[src/logic/dfc_pkg.sv]
// Shared constants and types of the dynamic fan-start-temperature control block
package dfc_pkg;
    localparam int        DFC_NCH        = 3;
    localparam int        DFC_CODE_W     = 3;
    localparam int        DFC_CNT_W      = 11;
    localparam int        DFC_DEC_BASE   = 4;
    localparam int        DFC_INC_BASE   = 8;
    localparam logic [7:0] DFC_ADDR_OPPT0 = 8'h33;
    localparam logic [7:0] DFC_ADDR_CTRL1 = 8'h36;
    localparam logic [7:0] DFC_ADDR_CFG1  = 8'h40;
    localparam logic [7:0] DFC_ADDR_CUR0  = 8'h90;
    localparam logic [7:0] DFC_OPPT_RST   = 8'h64;
    localparam logic [7:0] DFC_CTRL1_RST  = 8'h00;
    localparam logic [7:0] DFC_CTRL1_WMSK = 8'hFD;
    localparam logic [7:0] DFC_ZERO       = 8'h00;
    localparam int        DFC_BIT_R2MSB  = 0;
    localparam int        DFC_BIT_RSVD   = 1;
    localparam int        DFC_BIT_CAP0   = 2;
    localparam int        DFC_BIT_DYN0   = 5;
    localparam int        DFC_BIT_LOCK   = 1;

    typedef logic [7:0] dfc_byte_t;

    typedef struct packed {
        logic [7:0] addr;
        dfc_byte_t  wdata;
        logic       wr;
        logic       rd;
    } dfc_req_s;

    typedef struct packed {
        dfc_byte_t temp;
        dfc_byte_t low;
        dfc_byte_t high;
        dfc_byte_t floor_prog;
    } dfc_chan_s;

    typedef enum logic [1:0] {
        DFC_ST_FOLLOW = 2'b00,
        DFC_ST_TRACK  = 2'b01
    } dfc_state_e;
endpackage

[src/logic/dfc_dyn_floor.sv]
// Dynamic fan-start-temperature control register bank and adjust loop
//
// Contract
// - Bit 0 is the top bit of the remote-2 interval code.
// - Interval code sets monitoring cycles between successive fan-start adjustments.
// - Bit 1 is reserved, read-only; writes change nothing.
// - Remote-1 capture flag set: alarm copies remote-1 temperature to its operating point.
// - Remote-1 capture flag clear: alarm ignored, operating point keeps programmed value.
// - Local capture flag set: alarm copies local temperature to its operating point.
// - Local capture flag clear: alarm ignored, local operating point unchanged.
// - Remote-2 capture flag set: alarm copies remote-2 temperature to its operating point.
// - Remote-2 capture flag clear: alarm ignored, remote-2 operating point unchanged.
// - Bit 5 enables dynamic fan-start adjustment on remote 1.
// - Bit 6 enables dynamic fan-start adjustment on the local channel.
// - Bit 7 enables dynamic fan-start adjustment on remote 2.
// - Enabled channel adjusts fan-start from temperature, operating point and limits.
// - Disabled channel keeps programmed fan-start value under ordinary automatic control.
// - With lock set, writes to this register have no effect.
// - Code 000 is 4 down / 8 up cycles, doubling per code step.
// - Lock bit makes lockable registers read-only until power cycles.
// - Operating points reset to 100 degrees Celsius.
`timescale 1ns/100ps
`default_nettype none
module dfc_dyn_floor (
    input  wire logic                            clk_sys,
    input  wire logic                            rst_n,
    input  wire dfc_pkg::dfc_req_s               bus_req,
    output logic [7:0]                           bus_rdata,
    input  wire logic                            thermal_alarm_pin_n,
    input  wire logic                            monitor_tick,
    input  wire dfc_pkg::dfc_chan_s [2:0]        chan,
    input  wire logic [dfc_pkg::DFC_CODE_W-1:0]  remote1_cycle_code,
    input  wire logic [dfc_pkg::DFC_CODE_W-1:0]  local_cycle_code,
    input  wire logic [1:0]                      remote2_cycle_lsbs,
    output dfc_pkg::dfc_byte_t [2:0]             fan_start_temp,
    output logic [2:0]                           dyn_floor_active,
    output logic                                 regs_locked
);
    import dfc_pkg::*;

    dfc_byte_t                 ctrl1_q;
    logic                      lock_q;
    dfc_byte_t                 oppt_q   [DFC_NCH];
    dfc_byte_t                 floor_q  [DFC_NCH];
    dfc_state_e                st_q     [DFC_NCH];
    logic [DFC_CODE_W-1:0]     code     [DFC_NCH];
    logic [DFC_NCH-1:0]        dec_req;
    logic [DFC_NCH-1:0]        inc_req;
    logic [DFC_NCH-1:0]        dec_due;
    logic [DFC_NCH-1:0]        inc_due;
    logic [DFC_NCH-1:0]        run;
    logic                      alarm_lvl_n;
    logic                      alarm_q;
    logic                      alarm_d1_q;
    logic                      alarm_rise;
    logic                      wr_open;
    dfc_byte_t                 rdata_d;
    dfc_byte_t                 rdata_q;

    // Thermal alarm pin: active low, synchronised, edge taken
    dfc_sync #(
        .RST_VAL (1'b1)
    ) u_alarm_sync (
        .clk_sys (clk_sys),
        .rst_n   (rst_n),
        .pin     (thermal_alarm_pin_n),
        .level   (alarm_lvl_n)
    );

    always_ff @(posedge clk_sys or negedge rst_n) begin
        if (!rst_n) begin
            alarm_q    <= 1'b0;
            alarm_d1_q <= 1'b0;
        end else begin
            alarm_q    <= ~alarm_lvl_n;
            alarm_d1_q <= alarm_q;
        end
    end

    assign alarm_rise = alarm_q & ~alarm_d1_q;

    // Lock bit: write-once, held until reset
    always_ff @(posedge clk_sys or negedge rst_n) begin
        if (!rst_n) begin
            lock_q <= 1'b0;
        end else if (bus_req.wr && bus_req.addr == DFC_ADDR_CFG1 && bus_req.wdata[DFC_BIT_LOCK]) begin
            lock_q <= 1'b1;
        end
    end

    assign wr_open     = bus_req.wr & ~lock_q;
    assign regs_locked = lock_q;

    // Control register one
    always_ff @(posedge clk_sys or negedge rst_n) begin
        if (!rst_n) begin
            ctrl1_q <= DFC_CTRL1_RST;
        end else if (wr_open && bus_req.addr == DFC_ADDR_CTRL1) begin
            ctrl1_q <= bus_req.wdata & DFC_CTRL1_WMSK;
        end
    end

    // Interval codes; remote 2 takes its top bit from bit 0
    assign code[0] = remote1_cycle_code;
    assign code[1] = local_cycle_code;
    assign code[2] = {ctrl1_q[DFC_BIT_R2MSB], remote2_cycle_lsbs};

    for (genvar i = 0; i < DFC_NCH; i++) begin : g_ch
        // Operating point: alarm capture wins over a software write
        always_ff @(posedge clk_sys or negedge rst_n) begin
            if (!rst_n) begin
                oppt_q[i] <= DFC_OPPT_RST;
            end else if (alarm_rise && ctrl1_q[DFC_BIT_CAP0 + i]) begin
                oppt_q[i] <= chan[i].temp;
            end else if (wr_open && bus_req.addr == DFC_ADDR_OPPT0 + 8'(i)) begin
                oppt_q[i] <= bus_req.wdata;
            end
        end

        // Channel mode follows its enable bit
        always_ff @(posedge clk_sys or negedge rst_n) begin
            if (!rst_n) begin
                st_q[i] <= DFC_ST_FOLLOW;
            end else begin
                case (st_q[i])
                    DFC_ST_FOLLOW: begin
                        if (ctrl1_q[DFC_BIT_DYN0 + i]) begin
                            st_q[i] <= DFC_ST_TRACK;
                        end
                    end
                    DFC_ST_TRACK: begin
                        if (!ctrl1_q[DFC_BIT_DYN0 + i]) begin
                            st_q[i] <= DFC_ST_FOLLOW;
                        end
                    end
                    default: begin
                        st_q[i] <= DFC_ST_FOLLOW;
                    end
                endcase
            end
        end

        assign run[i]     = (st_q[i] == DFC_ST_TRACK) & ctrl1_q[DFC_BIT_DYN0 + i];
        // Hot at or above the operating point: start fans earlier
        assign dec_req[i] = (chan[i].temp >= oppt_q[i]) && (floor_q[i] > chan[i].low);
        // Cool at or below the low limit: start fans later
        assign inc_req[i] = (chan[i].temp <= chan[i].low) && (floor_q[i] < chan[i].high);

        dfc_interval #(
            .CNT_W (DFC_CNT_W)
        ) u_interval (
            .clk_sys (clk_sys),
            .rst_n   (rst_n),
            .run     (run[i]),
            .tick    (monitor_tick),
            .code    (code[i]),
            .dec_req (dec_req[i]),
            .inc_req (inc_req[i]),
            .dec_due (dec_due[i]),
            .inc_due (inc_due[i])
        );

        // Fan-start temperature
        always_ff @(posedge clk_sys or negedge rst_n) begin
            if (!rst_n) begin
                floor_q[i] <= DFC_ZERO;
            end else if (!run[i]) begin
                floor_q[i] <= chan[i].floor_prog;
            end else if (dec_due[i]) begin
                floor_q[i] <= floor_q[i] - 8'h01;
            end else if (inc_due[i]) begin
                floor_q[i] <= floor_q[i] + 8'h01;
            end
        end

        assign fan_start_temp[i]   = floor_q[i];
        assign dyn_floor_active[i] = run[i];

        a_cap_copy: assert property (@(posedge clk_sys) disable iff (!rst_n)
            alarm_rise && ctrl1_q[DFC_BIT_CAP0 + i] |=> oppt_q[i] == $past(chan[i].temp))
            else $error("operating point did not capture temperature");
        a_cap_ignore: assert property (@(posedge clk_sys) disable iff (!rst_n)
            !ctrl1_q[DFC_BIT_CAP0 + i] && !(bus_req.wr && bus_req.addr == DFC_ADDR_OPPT0 + 8'(i))
            |=> $stable(oppt_q[i]))
            else $error("operating point changed without write or capture");
        a_follow_prog: assert property (@(posedge clk_sys) disable iff (!rst_n)
            !ctrl1_q[DFC_BIT_DYN0 + i] ##1 !ctrl1_q[DFC_BIT_DYN0 + i] |=> floor_q[i] == $past(chan[i].floor_prog))
            else $error("disabled channel did not keep programmed fan-start value");
        a_dec_step: assert property (@(posedge clk_sys) disable iff (!rst_n)
            dec_due[i] |=> floor_q[i] == $past(floor_q[i]) - 8'h01)
            else $error("fan-start temperature did not step down");
        a_inc_step: assert property (@(posedge clk_sys) disable iff (!rst_n)
            inc_due[i] |=> floor_q[i] == $past(floor_q[i]) + 8'h01)
            else $error("fan-start temperature did not step up");
        a_enable_run: assert property (@(posedge clk_sys) disable iff (!rst_n)
            $rose(ctrl1_q[DFC_BIT_DYN0 + i]) |=> dyn_floor_active[i])
            else $error("dynamic control not started one cycle after enable");
    end

    // Read data, one cycle after the strobe; unmapped reads give zero
    always_comb begin
        rdata_d = DFC_ZERO;
        if (bus_req.addr == DFC_ADDR_CTRL1) begin
            rdata_d = ctrl1_q;
        end else if (bus_req.addr == DFC_ADDR_CFG1) begin
            rdata_d[DFC_BIT_LOCK] = lock_q;
        end else begin
            for (int k = 0; k < DFC_NCH; k++) begin
                if (bus_req.addr == DFC_ADDR_OPPT0 + 8'(k)) begin
                    rdata_d = oppt_q[k];
                end
                if (bus_req.addr == DFC_ADDR_CUR0 + 8'(k)) begin
                    rdata_d = floor_q[k];
                end
            end
        end
    end

    always_ff @(posedge clk_sys or negedge rst_n) begin
        if (!rst_n) begin
            rdata_q <= DFC_ZERO;
        end else if (bus_req.rd) begin
            rdata_q <= rdata_d;
        end else begin
            rdata_q <= DFC_ZERO;
        end
    end

    assign bus_rdata = rdata_q;

    a_lock_sticky: assert property (@(posedge clk_sys) disable iff (!rst_n) lock_q |=> lock_q)
        else $error("lock bit cleared without reset");
    a_ctrl_frozen: assert property (@(posedge clk_sys) disable iff (!rst_n) lock_q |=> $stable(ctrl1_q))
        else $error("control register changed while locked");
    a_rsvd_zero: assert property (@(posedge clk_sys) disable iff (!rst_n) ctrl1_q[DFC_BIT_RSVD] == 1'b0)
        else $error("reserved bit not zero");
    a_rd_ctrl: assert property (@(posedge clk_sys) disable iff (!rst_n)
        bus_req.rd && bus_req.addr == DFC_ADDR_CTRL1 |=> bus_rdata == $past(ctrl1_q))
        else $error("control register read data wrong");
    a_r2_msb: assert property (@(posedge clk_sys) disable iff (!rst_n)
        bus_req.wr && !lock_q && bus_req.addr == DFC_ADDR_CTRL1 |=> code[2][2] == $past(bus_req.wdata[DFC_BIT_R2MSB]))
        else $error("remote-2 code top bit not taken from bit 0");

    c_capture: cover property (@(posedge clk_sys) disable iff (!rst_n) alarm_rise && ctrl1_q[DFC_BIT_CAP0]);
    c_locked_wr: cover property (@(posedge clk_sys) disable iff (!rst_n) lock_q && bus_req.wr);
    c_inc_step: cover property (@(posedge clk_sys) disable iff (!rst_n) |inc_due);
endmodule
`default_nettype wire

[src/logic/dfc_sync.sv]
// Three-stage input synchroniser with agreement filter
`timescale 1ns/100ps
`default_nettype none
module dfc_sync #(
    parameter logic RST_VAL = 1'b1
) (
    input  wire logic clk_sys,
    input  wire logic rst_n,
    input  wire logic pin,
    output logic      level
);
    logic s1_q;
    logic s2_q;
    logic s3_q;
    logic lvl_q;

    always_ff @(posedge clk_sys or negedge rst_n) begin
        if (!rst_n) begin
            s1_q <= RST_VAL;
            s2_q <= RST_VAL;
            s3_q <= RST_VAL;
        end else begin
            s1_q <= pin;
            s2_q <= s1_q;
            s3_q <= s2_q;
        end
    end

    // Change taken once stages two and three agree
    always_ff @(posedge clk_sys or negedge rst_n) begin
        if (!rst_n) begin
            lvl_q <= RST_VAL;
        end else if (s2_q == s3_q) begin
            lvl_q <= s3_q;
        end
    end

    assign level = lvl_q;
endmodule
`default_nettype wire

[src/logic/dfc_interval.sv]
// Per-channel adjustment interval timer counted in monitoring cycles
`timescale 1ns/100ps
`default_nettype none
module dfc_interval #(
    parameter int CNT_W = dfc_pkg::DFC_CNT_W
) (
    input  wire logic                           clk_sys,
    input  wire logic                           rst_n,
    input  wire logic                           run,
    input  wire logic                           tick,
    input  wire logic [dfc_pkg::DFC_CODE_W-1:0] code,
    input  wire logic                           dec_req,
    input  wire logic                           inc_req,
    output logic                                dec_due,
    output logic                                inc_due
);
    import dfc_pkg::*;

    if (CNT_W < DFC_CNT_W) begin : g_chk
        $error("dfc_interval: CNT_W too small for the longest interval");
    end

    logic [CNT_W-1:0] cnt_q;
    logic [CNT_W-1:0] dec_len;
    logic [CNT_W-1:0] inc_len;
    logic             at_max;

    // Code n gives 4 << n cycles down and 8 << n cycles up
    assign dec_len = CNT_W'(DFC_DEC_BASE) << code;
    assign inc_len = CNT_W'(DFC_INC_BASE) << code;
    assign at_max  = &cnt_q;
    assign dec_due = run & tick & dec_req & (cnt_q >= dec_len - CNT_W'(1));
    assign inc_due = run & tick & ~dec_req & inc_req & (cnt_q >= inc_len - CNT_W'(1));

    always_ff @(posedge clk_sys or negedge rst_n) begin
        if (!rst_n) begin
            cnt_q <= '0;
        end else if (!run || dec_due || inc_due) begin
            cnt_q <= '0;
        end else if (tick && !at_max) begin
            cnt_q <= cnt_q + CNT_W'(1);
        end
    end

    a_dec_spacing: assert property (@(posedge clk_sys) disable iff (!rst_n) dec_due |=> !dec_due [*3])
        else $error("decrease steps closer than four cycles");
    a_inc_spacing: assert property (@(posedge clk_sys) disable iff (!rst_n) inc_due |=> !inc_due [*7])
        else $error("increase steps closer than eight cycles");
    c_dec_step: cover property (@(posedge clk_sys) disable iff (!rst_n) dec_due);
endmodule
`default_nettype wire

[config.mk]
export PLATFORM = sky130hd
export DESIGN_NAME = dfc_dyn_floor
export DESIGN_NICKNAME = d
export VERILOG_FILES = /design/src/logic/dfc_pkg.sv /design/src/logic/dfc_dyn_floor.sv /design/src/logic/dfc_sync.sv /design/src/logic/dfc_interval.sv
export SDC_FILE = /design/constraint.sdc
export NUM_CORES = 1
export LEC_CHECK = 0
export BUFFER_PORTS_ARGS = -buffer_cell sky130_fd_sc_hd__buf_2
export CORE_MARGIN = 1
export CORE_UTILIZATION = 59
export CTS_BUF_LIST = sky130_fd_sc_hd__clkbuf_4 sky130_fd_sc_hd__clkbuf_8
export DETAILED_ROUTE_END_ITERATION = 8
export GPL_ROUTABILITY_DRIVEN = 0
export GPL_TIMING_DRIVEN = 0
export PLACE_DENSITY = 0.83
export SLEW_MARGIN = 0
export SYNTH_ARGS = -nofsm -noshare
export SYNTH_HDL_FRONTEND = slang
export SYNTH_HIERARCHICAL = 1
export SYNTH_SLANG_ARGS = --single-unit
[constraint.sdc]
create_clock -name clk_sys -period 5.6 [get_ports clk_sys]
set_clock_uncertainty 0.2 [all_clocks]
set_input_delay 0.28 -clock clk_sys [delete_from_list [all_inputs] [get_ports clk_sys]]
set_output_delay 0.28 -clock clk_sys [all_outputs]
set_load 0.03 [all_outputs]
# Yosys cells after proc, flatten, opt, wreduce, memory -nomap -nowiden
# Index checks and enable logic that the tools add are counted.
# Widths: inputs -> output; s select.
[word_totals]
word_cells = 196
ff_bits = 109
out_inout_bits = 36
[classes]
n_shift = 6
reduce_logical = 45
n_eq_ne = 21
n_lt_le_gt_ge = 18
bitwise = 29
add_sub_neg = 15
muxes = 41
[ops]
columns = ["op", "count"]
rows = [
  ["$mux 8", 23],
  ["$ge 11x11->1", 6],
  ["$mux 11", 6],
  ["$sub 11x1->11 const B", 6],
  ["$add 11x1->11 const B", 3],
  ["$reduce_and 11->1", 3],
  ["$shl 3x3->11 const A", 3],
  ["$shl 4x3->11 const A", 3],
  ["$eq 8x6->1 const B", 4],
  ["$add 8x1->8 const B", 3],
  ["$eq 8x8->1 const B", 3],
  ["$ge 8x8->1", 3],
  ["$gt 8x8->1", 3],
  ["$le 8x8->1", 3],
  ["$lt 8x8->1", 3],
  ["$sub 8x1->8 const B", 3],
  ["$and 1x1->1", 23],
  ["$logic_and 1x1->1", 18],
  ["$mux 2", 6],
  ["$ne 2x2->1 const B", 6],
  ["$pmux 2 s2", 3],
  ["$reduce_bool 2->1", 6],
  ["$ne 3x3->1 const B", 3],
  ["$eq 8x7->1 const B", 1],
  ["9 further kinds", 31],
]

# Depth between registers and ports, before layout
# Gate-level depths: netlist of the first run.
[logic_depth]
ltp_word = 10
depth_mapped = 19
ltp_nobuf = 19

# Cells and area by module
# Netlist of the first run, hierarchy kept.
[by_module_without_submodules]
columns = ["module", "instances", "seq_area_each_um2", "area_per_inst_um2", "cells_per_inst"]
rows = [
  ["dfc_dyn_floor", 1, 1737.9, 6548.8, 767],
  ["dfc_interval", 3, 275.3, 996.0, 111],
  ["dfc_sync", 1, 105.1, 116.4, 5],
]

# Worst setup path before layout of the first run
# OpenSTA, ideal clock, no wires.
[synth_timing]
kind = "reg-to-reg"
from = "reg oppt_q[0] (netlist bit)"
to = "reg floor_q, in the netlist fan_start_temp[23]"
n_path_buf = 0
t_arrival_ns = 3.877
setup_slack_ns = 1.398
period_less_slack_ns = 4.202
stages_incl_launch_ff = 17
cell_sequence = "dfrtp_1 -> ha_1 -> nand2b_1 -> a21o_1 -> a211oi_1 -> o21bai_1 -> a2111oi_0 -> nor3b_1 -> and3_1 -> o2111ai_1 -> o21ai_0 -> ha_1 -> or3_1 -> o211ai_1 -> mux2i_1 -> xnor2_1 -> mux2_2"
[synth_between]
word_cells_on_any_way = 11
[synth_rtl]
columns = ["item", "line_no", "rtl"]
rows = [
  ["start: declaration", "dfc_dyn_floor.sv:43", "dfc_byte_t oppt_q [DFC_NCH];"],
  ["start signal: indexed assignment", "dfc_dyn_floor.sv:114", "oppt_q[i] <= chan[i].temp;"],
  ["start signal: indexed assignment", "dfc_dyn_floor.sv:116", "oppt_q[i] <= bus_req.wdata;"],
  ["$ge 8x8->1 *", "dfc_dyn_floor.sv:145", "assign dec_req[i] = (chan[i].temp >= oppt_q[i]) && (floor_q[i] > chan[i].low);"],
  ["$logic_and 1x1->1 *", "dfc_dyn_floor.sv:145", ""],
  ["named net dec_req[2]", "dfc_dyn_floor.sv:47", "logic [DFC_NCH-1:0] dec_req;"],
  ["$and 1x1->1 * (2 in a row)", "dfc_interval.sv:32", "assign dec_due = run & tick & dec_req & (cnt_q >= dec_len - CNT_W'(1));"],
  ["named net dec_due[2]", "dfc_dyn_floor.sv:49", "logic [DFC_NCH-1:0] dec_due;"],
  ["$mux 8", "dfc_dyn_floor.sv:169", "end else if (dec_due[i]) begin"],
  ["$mux 8", "dfc_dyn_floor.sv:167", "end else if (!run[i]) begin"],
  ["end signal: indexed assignment", "dfc_dyn_floor.sv:168", "floor_q[i] <= chan[i].floor_prog;"],
  ["end signal: indexed assignment", "dfc_dyn_floor.sv:170", "floor_q[i] <= floor_q[i] - 8'h01;"],
  ["end signal: indexed assignment", "dfc_dyn_floor.sv:172", "floor_q[i] <= floor_q[i] + 8'h01;"],
  ["end: declaration", "dfc_dyn_floor.sv:44", "dfc_byte_t floor_q [DFC_NCH];"],
]
# The timed path passes the listed nets; every way through them passes the cells marked *.
# A chain may end at the register's enable or synchronous reset.

# Worst setup path after layout of the first run
[layout_timing]
from = "reg oppt_q[8] (netlist bit)"
to = "reg floor_q, in the netlist fan_start_temp[15]"
# The elaborated chain is that of the path after synthesis.

==> impl_metrics.json, run 1 <==
{
  "rows": 46,
  "cap_violations": 0,
  "syn_inst": 1105,
  "crit_required_ps": 5690,
  "initial_core_util_pct": 60.5,
  "postLayoutCellArea_um2": 11300,
  "critPathBufInv": 0,
  "synth_top_area_share_pct": 24.1,
  "root_buffer": "clkbuf_8",
  "dominantRegCellSynth": "dfrtp_1",
  "cp_cell_sequence": "ha_1, nand2b_1, a21o_1, a211oi_1, o21bai_1, a2111oi_0, nor3b_1, and3_1, o2111ai_1, o21ai_0, ha_1, nand3_1, o2111ai_1, o211ai_1, mux2i_1, xnor2_1, mux2_2",
  "crit_path_start_kind": "register",
  "yosysMostFrequentCell": "ha_1",
  "end_kind": "register",
  "critPathMaxStageDelay_ps": 560,
  "area_growth_pct": 16.7,
  "vias_per_cell": 6.01,
  "final_cells": 1529,
  "post_dp_cell_area_um2": 10800,
  "drt-initial-drc-count": 675,
  "min_path_type": "in2reg",
  "holdBufCountCts": 29,
  "cts_resized": 0,
  "synth-edff-count": 0,
  "drive_gt1_share_pct": 18.1,
  "setup_violations": 0,
  "routed_wl_mm": 25.4,
  "ant_nets": 0,
  "synth.distinct_cells": 59,
  "synthTopCellsByArea": "dfrtp_1 24%, ha_1 21%, a21oi_1 4.2%, o21ai_0 4.0%, nor2_1 3.7%",
  "drc_errors": 0,
  "fin_util_pct": 70.6,
  "crit_type": "reg2reg",
  "clk-insertion-delay-late_ps": 400,
  "slowest_stage": "ha_1",
  "cts.sinks": 106,
  "ys_seq_area_share_pct": 27.6,
  "ctsLongestPathBuffers": 2,
  "grt_max_degree": 57,
  "drv_slew": 0,
  "outcome": "finished, final reports clean",
  "syn_avg_cell_area_um2": 8.74,
  "hold_viol_final": 0,
  "grt_setup_unrepaired": "no",
  "ys_warn_count": 6,
  "dr.pass1.iters": 5,
  "grt_pass1_wl_mm": 41.1,
  "fin_crit_ps": 4880,
  "grt-ovfl-total": 0,
  "cpLargestDelayFamily": "compound AO/OA/AOI/OAI gates",
  "port_buffers": 161,
  "fin_nets": 1599,
  "synth_common_cells": "162 x ha_1, 95 x nor2_1, 94 x inv_1",
  "grt_usage_pct": 31.0,
  "cts-htree-levels": 3,
  "timing.hold.ws_ps": 16.8,
  "tns_ps": 0,
  "place_inst": 1483,
  "syn_nets": 1396,
  "max-slew-margin-rel_pct": 20.7,
  "grt_pass1_vias": 8618,
  "power_leakage_nw": 5.71,
  "crit_fanout": 10,
  "cp.arrival_ps": 4970,
  "max_freq_mhz": 205,
  "post_cts_buffers": 0,
  "vdd_drop_max_mv": 0.0979,
  "routedWlPerCell_um": 16.6,
  "dr_total_vias": 9196,
  "numCtsBuffers": 9,
  "n_antenna_cell": 0,
  "antenna_found_initial": 0,
  "nFillCells": 1287,
  "cts_tree": "yes",
  "dieArea_um2": 16900,
  "die_w_um": 130,
  "fin_crit_sh_pct": 87.1,
  "dp_hpwl_mm": 19.7,
  "p_per_area_nw_per_um2": 155,
  "die_y_um": 130,
  "worstMarginPinSlew_ps": 1180,
  "coreArea_um2": 15900,
  "synth.cell_area_um2": 9650,
  "netlist.top_cell.by_area": "dfrtp_1",
  "async_flop_share_pct": 100,
  "synth_seq_cells": 106,
  "ios": 162,
  "path_clk_slew_ps": 110
}
## where the power goes
part           switching [W]  internal (W)
combinational       0.000220      0.000177
sequential         0.0000405      0.000803
clock               0.000277      0.000230
## worst reg2reg max path: cells and delay by family (launching register included)
family / cells / cell delay [ps]
muxes: 2 / 410
and+or+nand+nor: 4 / 640
xor gates and xnor gates: 1 / 180
DFF: 1 / 430
AOI/OAI and AO/OA: 8 / 2060
adders and majority gates: 2 / 840
## cell type report
| type | count | area (um2) | area share, % |
|---|---|---|---|
| buffer | 23 | 126 | 1.12 |
| multi-input combinational | 882 | 6500 | 57.8 |
| clock inverter | 4 | 51.3 | 0.455 |
| inverter | 94 | 353 | 3.13 |
| sequential | 106 | 2670 | 23.7 |
| timing repair buffer | 192 | 1140 | 10.1 |
| clock buffer | 12 | 153 | 1.36 |
| tap | 216 | 270 | 2.40 |
## flip-flops by register name, indices dropped and copies added (netlist names), 3 cells and up
name                   flops
ctrl1_q                    7
st_q                       3
oppt_q                    24
fan_start_temp            24
g_ch.u_interval/cnt_q     33
bus_rdata                  8
## layout by cell type, fill, tap and decap left out, drive strengths merged, types with 15 or more instances in the layout
master	count
dlygate4sd3	30
a211oi	24
nor2	95
clkbuf	23
dfrtp	93
buf	174
xor2	15
xnor2	21
mux2i	33
nand2	81
nand3	34
nor3	38
a21oi	81
a21o	15
ha	162
o21ai	79
inv	94
nor2b	15
## per-stage QoR
stage | worst slack, ps | power (W)
after floorplan | 1400 | 0.00107
after global placement | 831 | 0.00121
after detailed placement | 767 | 0.00123
after CTS | 843 | 0.00175
after global routing | 372 | 0.00184
final | 721 | 0.00175
## kinds of logic after synthesis
kind of cell / count (synthesis) / synth area share [%]
AND/OR/NAND/NOR: 339 / 17.8
AO/OA/AOI/OAI: 292 / 19.6
adder cells (fa/ha/maj): 166 / 21.7
buffers and inverters: 117 / 4.96
flip-flops: 106 / 27.6
multiplexers: 46 / 4.94
XOR/XNOR: 36 / 3.27
other: 3 / 0.117
## per-layer routing
layer / part of all wire (%) / wire length [um] / track usage (%)
met1: 45 / 11500 / 41.7
met5: 0 / 0 / 0
met3: 6.8 / 1720 / 4.72
met2: 45 / 11500 / 50.4
met4: 2.6 / 651 / 12.0
## worst paths after layout
kind,slack [ps],from,endpoint,cells after the start
worst max-delay path,720,oppt_q[8],fan_start_temp[15],17
worst min-delay path,20,chan[94],oppt_q[6],3
worst max register to register,720,oppt_q[8],fan_start_temp[15],17
worst min register to register,150,u_alarm_sync/s1_q,u_alarm_sync/s2_q,0
max in group asynchronous,4150,rst_n,oppt_q[14],3
min in group asynchronous,290,rst_n,oppt_q[17],2
(Power assumes the default switching activity.)
==> run 2: changes to the inputs <==
- PLACE_DENSITY: 0.83 -> 0.89
==> run 2 against run 1 <==
Sequential share of layout area about the same. Critical path type unchanged. Clock power is 4.9% higher. Wire length up 6.6%. Via count increased by 2.6%. Non-clock buffer count decreased by 1. Sequential cell count unchanged. Die area stayed put. Total power up 1.8%. Combinational power up 1%. Clock-buffer cell count down 1. Largest cell class unchanged.
==> impl_metrics.json, run 2 (synthesized netlist as in run 1, its figures left out) <==
{
  "outcome": "finished, final reports clean",
  "ant_nets": 0,
  "power_leakage_nw": 5.72,
  "grt_usage_pct": 32.8,
  "setup_violations": 0,
  "crit_type": "reg2reg",
  "cap_violations": 0,
  "top_register": "g_ch.u_interval/cnt_q",
  "vias_per_cell": 6.17,
  "largest_register_ffs": 33,
  "max_freq_mhz": 200,
  "grt_setup_unrepaired": "no",
  "grt_max_degree": 60,
  "final_cell_mix": "168 x buf_2, 162 x ha_1, 95 x nor2_1, 94 x inv_1, 93 x dfrtp_1",
  "internal_power_w": 0.00124,
  "wl_met3_mm": 2.18,
  "crit_required_ps": 5670,
  "dp_hpwl_mm": 20.4,
  "cts.sinks": 106,
  "pwr-share-clk_pct": 29.9,
  "clk-insertion-delay-late_ps": 390,
  "dieArea_um2": 16900,
  "routedWlPerCell_um": 17.7,
  "grt_pass1_wl_mm": 43.3,
  "fin_crit_sh_pct": 89.5,
  "drt-initial-drc-count": 631,
  "drv_slew": 0,
  "dr_total_vias": 9434,
  "dr_wl_met2_mm": 12.6,
  "comb_power_share_pct": 22.6,
  "tns_ps": 0,
  "wl_met1_mm": 11.4,
  "drive_gt1_share_pct": 18.1,
  "numCtsBuffers": 9,
  "switching_share_pct": 30.2,
  "post_cts_buffers": 0,
  "port_buffers": 161,
  "root_buffer": "clkbuf_8",
  "power.switching_w": 0.000537,
  "crit_path_start_kind": "register",
  "p_total_w": 0.00178,
  "fin_crit_ps": 5010,
  "grt_pass1_vias": 9087,
  "vdd_drop_max_mv": 0.108,
  "cp.arrival_ps": 5080,
  "initial_core_util_pct": 60.5,
  "fin_nets": 1598,
  "die_y_um": 130,
  "path_clk_slew_ps": 100,
  "mostFrequentLayoutCell": "buf_2",
  "hold_viol_final": 0,
  "ios": 162,
  "max-slew-margin-rel_pct": 22.5,
  "top_layer": "met4",
  "cts-htree-levels": 3,
  "grt-ovfl-total": 0,
  "end_kind": "register",
  "cts_tree": "yes",
  "ctsLongestPathBuffers": 2,
  "antenna_found_initial": 0,
  "nFillCells": 1202,
  "worstMarginPinSlew_ps": 1150,
  "dr.pass1.iters": 5,
  "p_per_area_nw_per_um2": 158,
  "seqPwrFrac_pct": 47.5,
  "min_path_type": "in2reg",
  "coreArea_um2": 15900,
  "routed_wl_mm": 27.1,
  "die_w_um": 130,
  "drc_errors": 0,
  "crit_fanout": 10,
  "area_growth_pct": 16.7,
  "rows": 46
}
[run 2: changes by cell type in the layout (fill, tap and decap cells not counted)]
cell,before,now
o21ai_1,1,2
diode_2,0,1
o21ai_0,78,77
clkinv_2,1,2
clkbuf_8,10,9
clkinvlp_4,1,0
bufinv_16,1,2
dlygate4sd3_1,30,29
[run 2: timing repair]
action,CTS,global route
setup endpoints to repair,0,1
resized for setup,0,1
hold buffers,29,0
hold endpoints to repair,82,0
[run 2: worst paths after layout]
path                       cells past startpoint         startpoint  slack, ps                  to
max in group asynchronous                      3              rst_n       4100  u_alarm_sync/level
setup / recovery                              17          oppt_q[8]        590  fan_start_temp[15]
setup reg to reg                              17          oppt_q[8]        590  fan_start_temp[15]
hold reg to reg                                0  u_alarm_sync/s1_q        160   u_alarm_sync/s2_q
hold / removal                                 3           chan[30]         20          oppt_q[22]
min in group asynchronous                      2              rst_n        300  fan_start_temp[13]
[run 2: routing by layer]
metal	up-vias	track usage, %
met1	4425	42.4
met5	-	0
met3	99	5.04
met2	465	54.5
met4	0	14.6
li1	4445	-
[run 2: power groups by stage]
| stage | logic (W) | registers [W] | clock network (W) |
|---|---|---|---|
| 2_1_floorplan | 0.000211 | 0.000861 | 0 |
| 3_3_place_gp | 0.000355 | 0.000856 | 0 |
| 3_5_place_dp | 0.000377 | 0.000857 | 0 |
| 4_1_cts | 0.000395 | 0.000843 | 0.000541 |
| 5_1_grt | 0.000452 | 0.000849 | 0.000564 |
| 6_report | 0.000402 | 0.000845 | 0.000531 |
[run 2: critical path, cell delays in order (launching register included)]
cell and delay [ps]:
dfrtp_1 440, ha_1 280, nand2b_1 140, a21o_1 180
a211oi_1 220, o21bai_1 110, a2111oi_0 520, nor3b_1 210
and3_1 220, o2111ai_1 220, o21ai_1 420, ha_1 520
nand3_1 140, o2111ai_1 220, o211ai_1 150, mux2i_1 180
xnor2_1 180, mux2_2 330
[run 2: area by class of cell]
class	count	area (um2)	share of cell area [%]
Multi-Input combinational cell	882	6500	57.7
Sequential cell	106	2670	23.7
Timing Repair Buffer	191	1130	9.99
Inverter	94	353	3.13
Tap cell	216	270	2.40
Clock buffer	11	139	1.23
Buffer	23	126	1.12
Clock inverter	5	78.8	0.699
Antenna cell	1	2.50	0.0222
[run 2: stage by stage]
step                      instance area (um2)  hold slack (ps)  util, %  cells  setup slack, ps
after floorplan                          9650             -216        -   1105             1400
after global placement                  10700              146     67.3   1482              775
after detailed placement                10800              149     67.5   1483              595
after CTS                               11300             6.78     70.7   1528              582
after global routing                    11300             3.26     70.7   1528              262
final                                   11300             16.4     70.7   1529              588
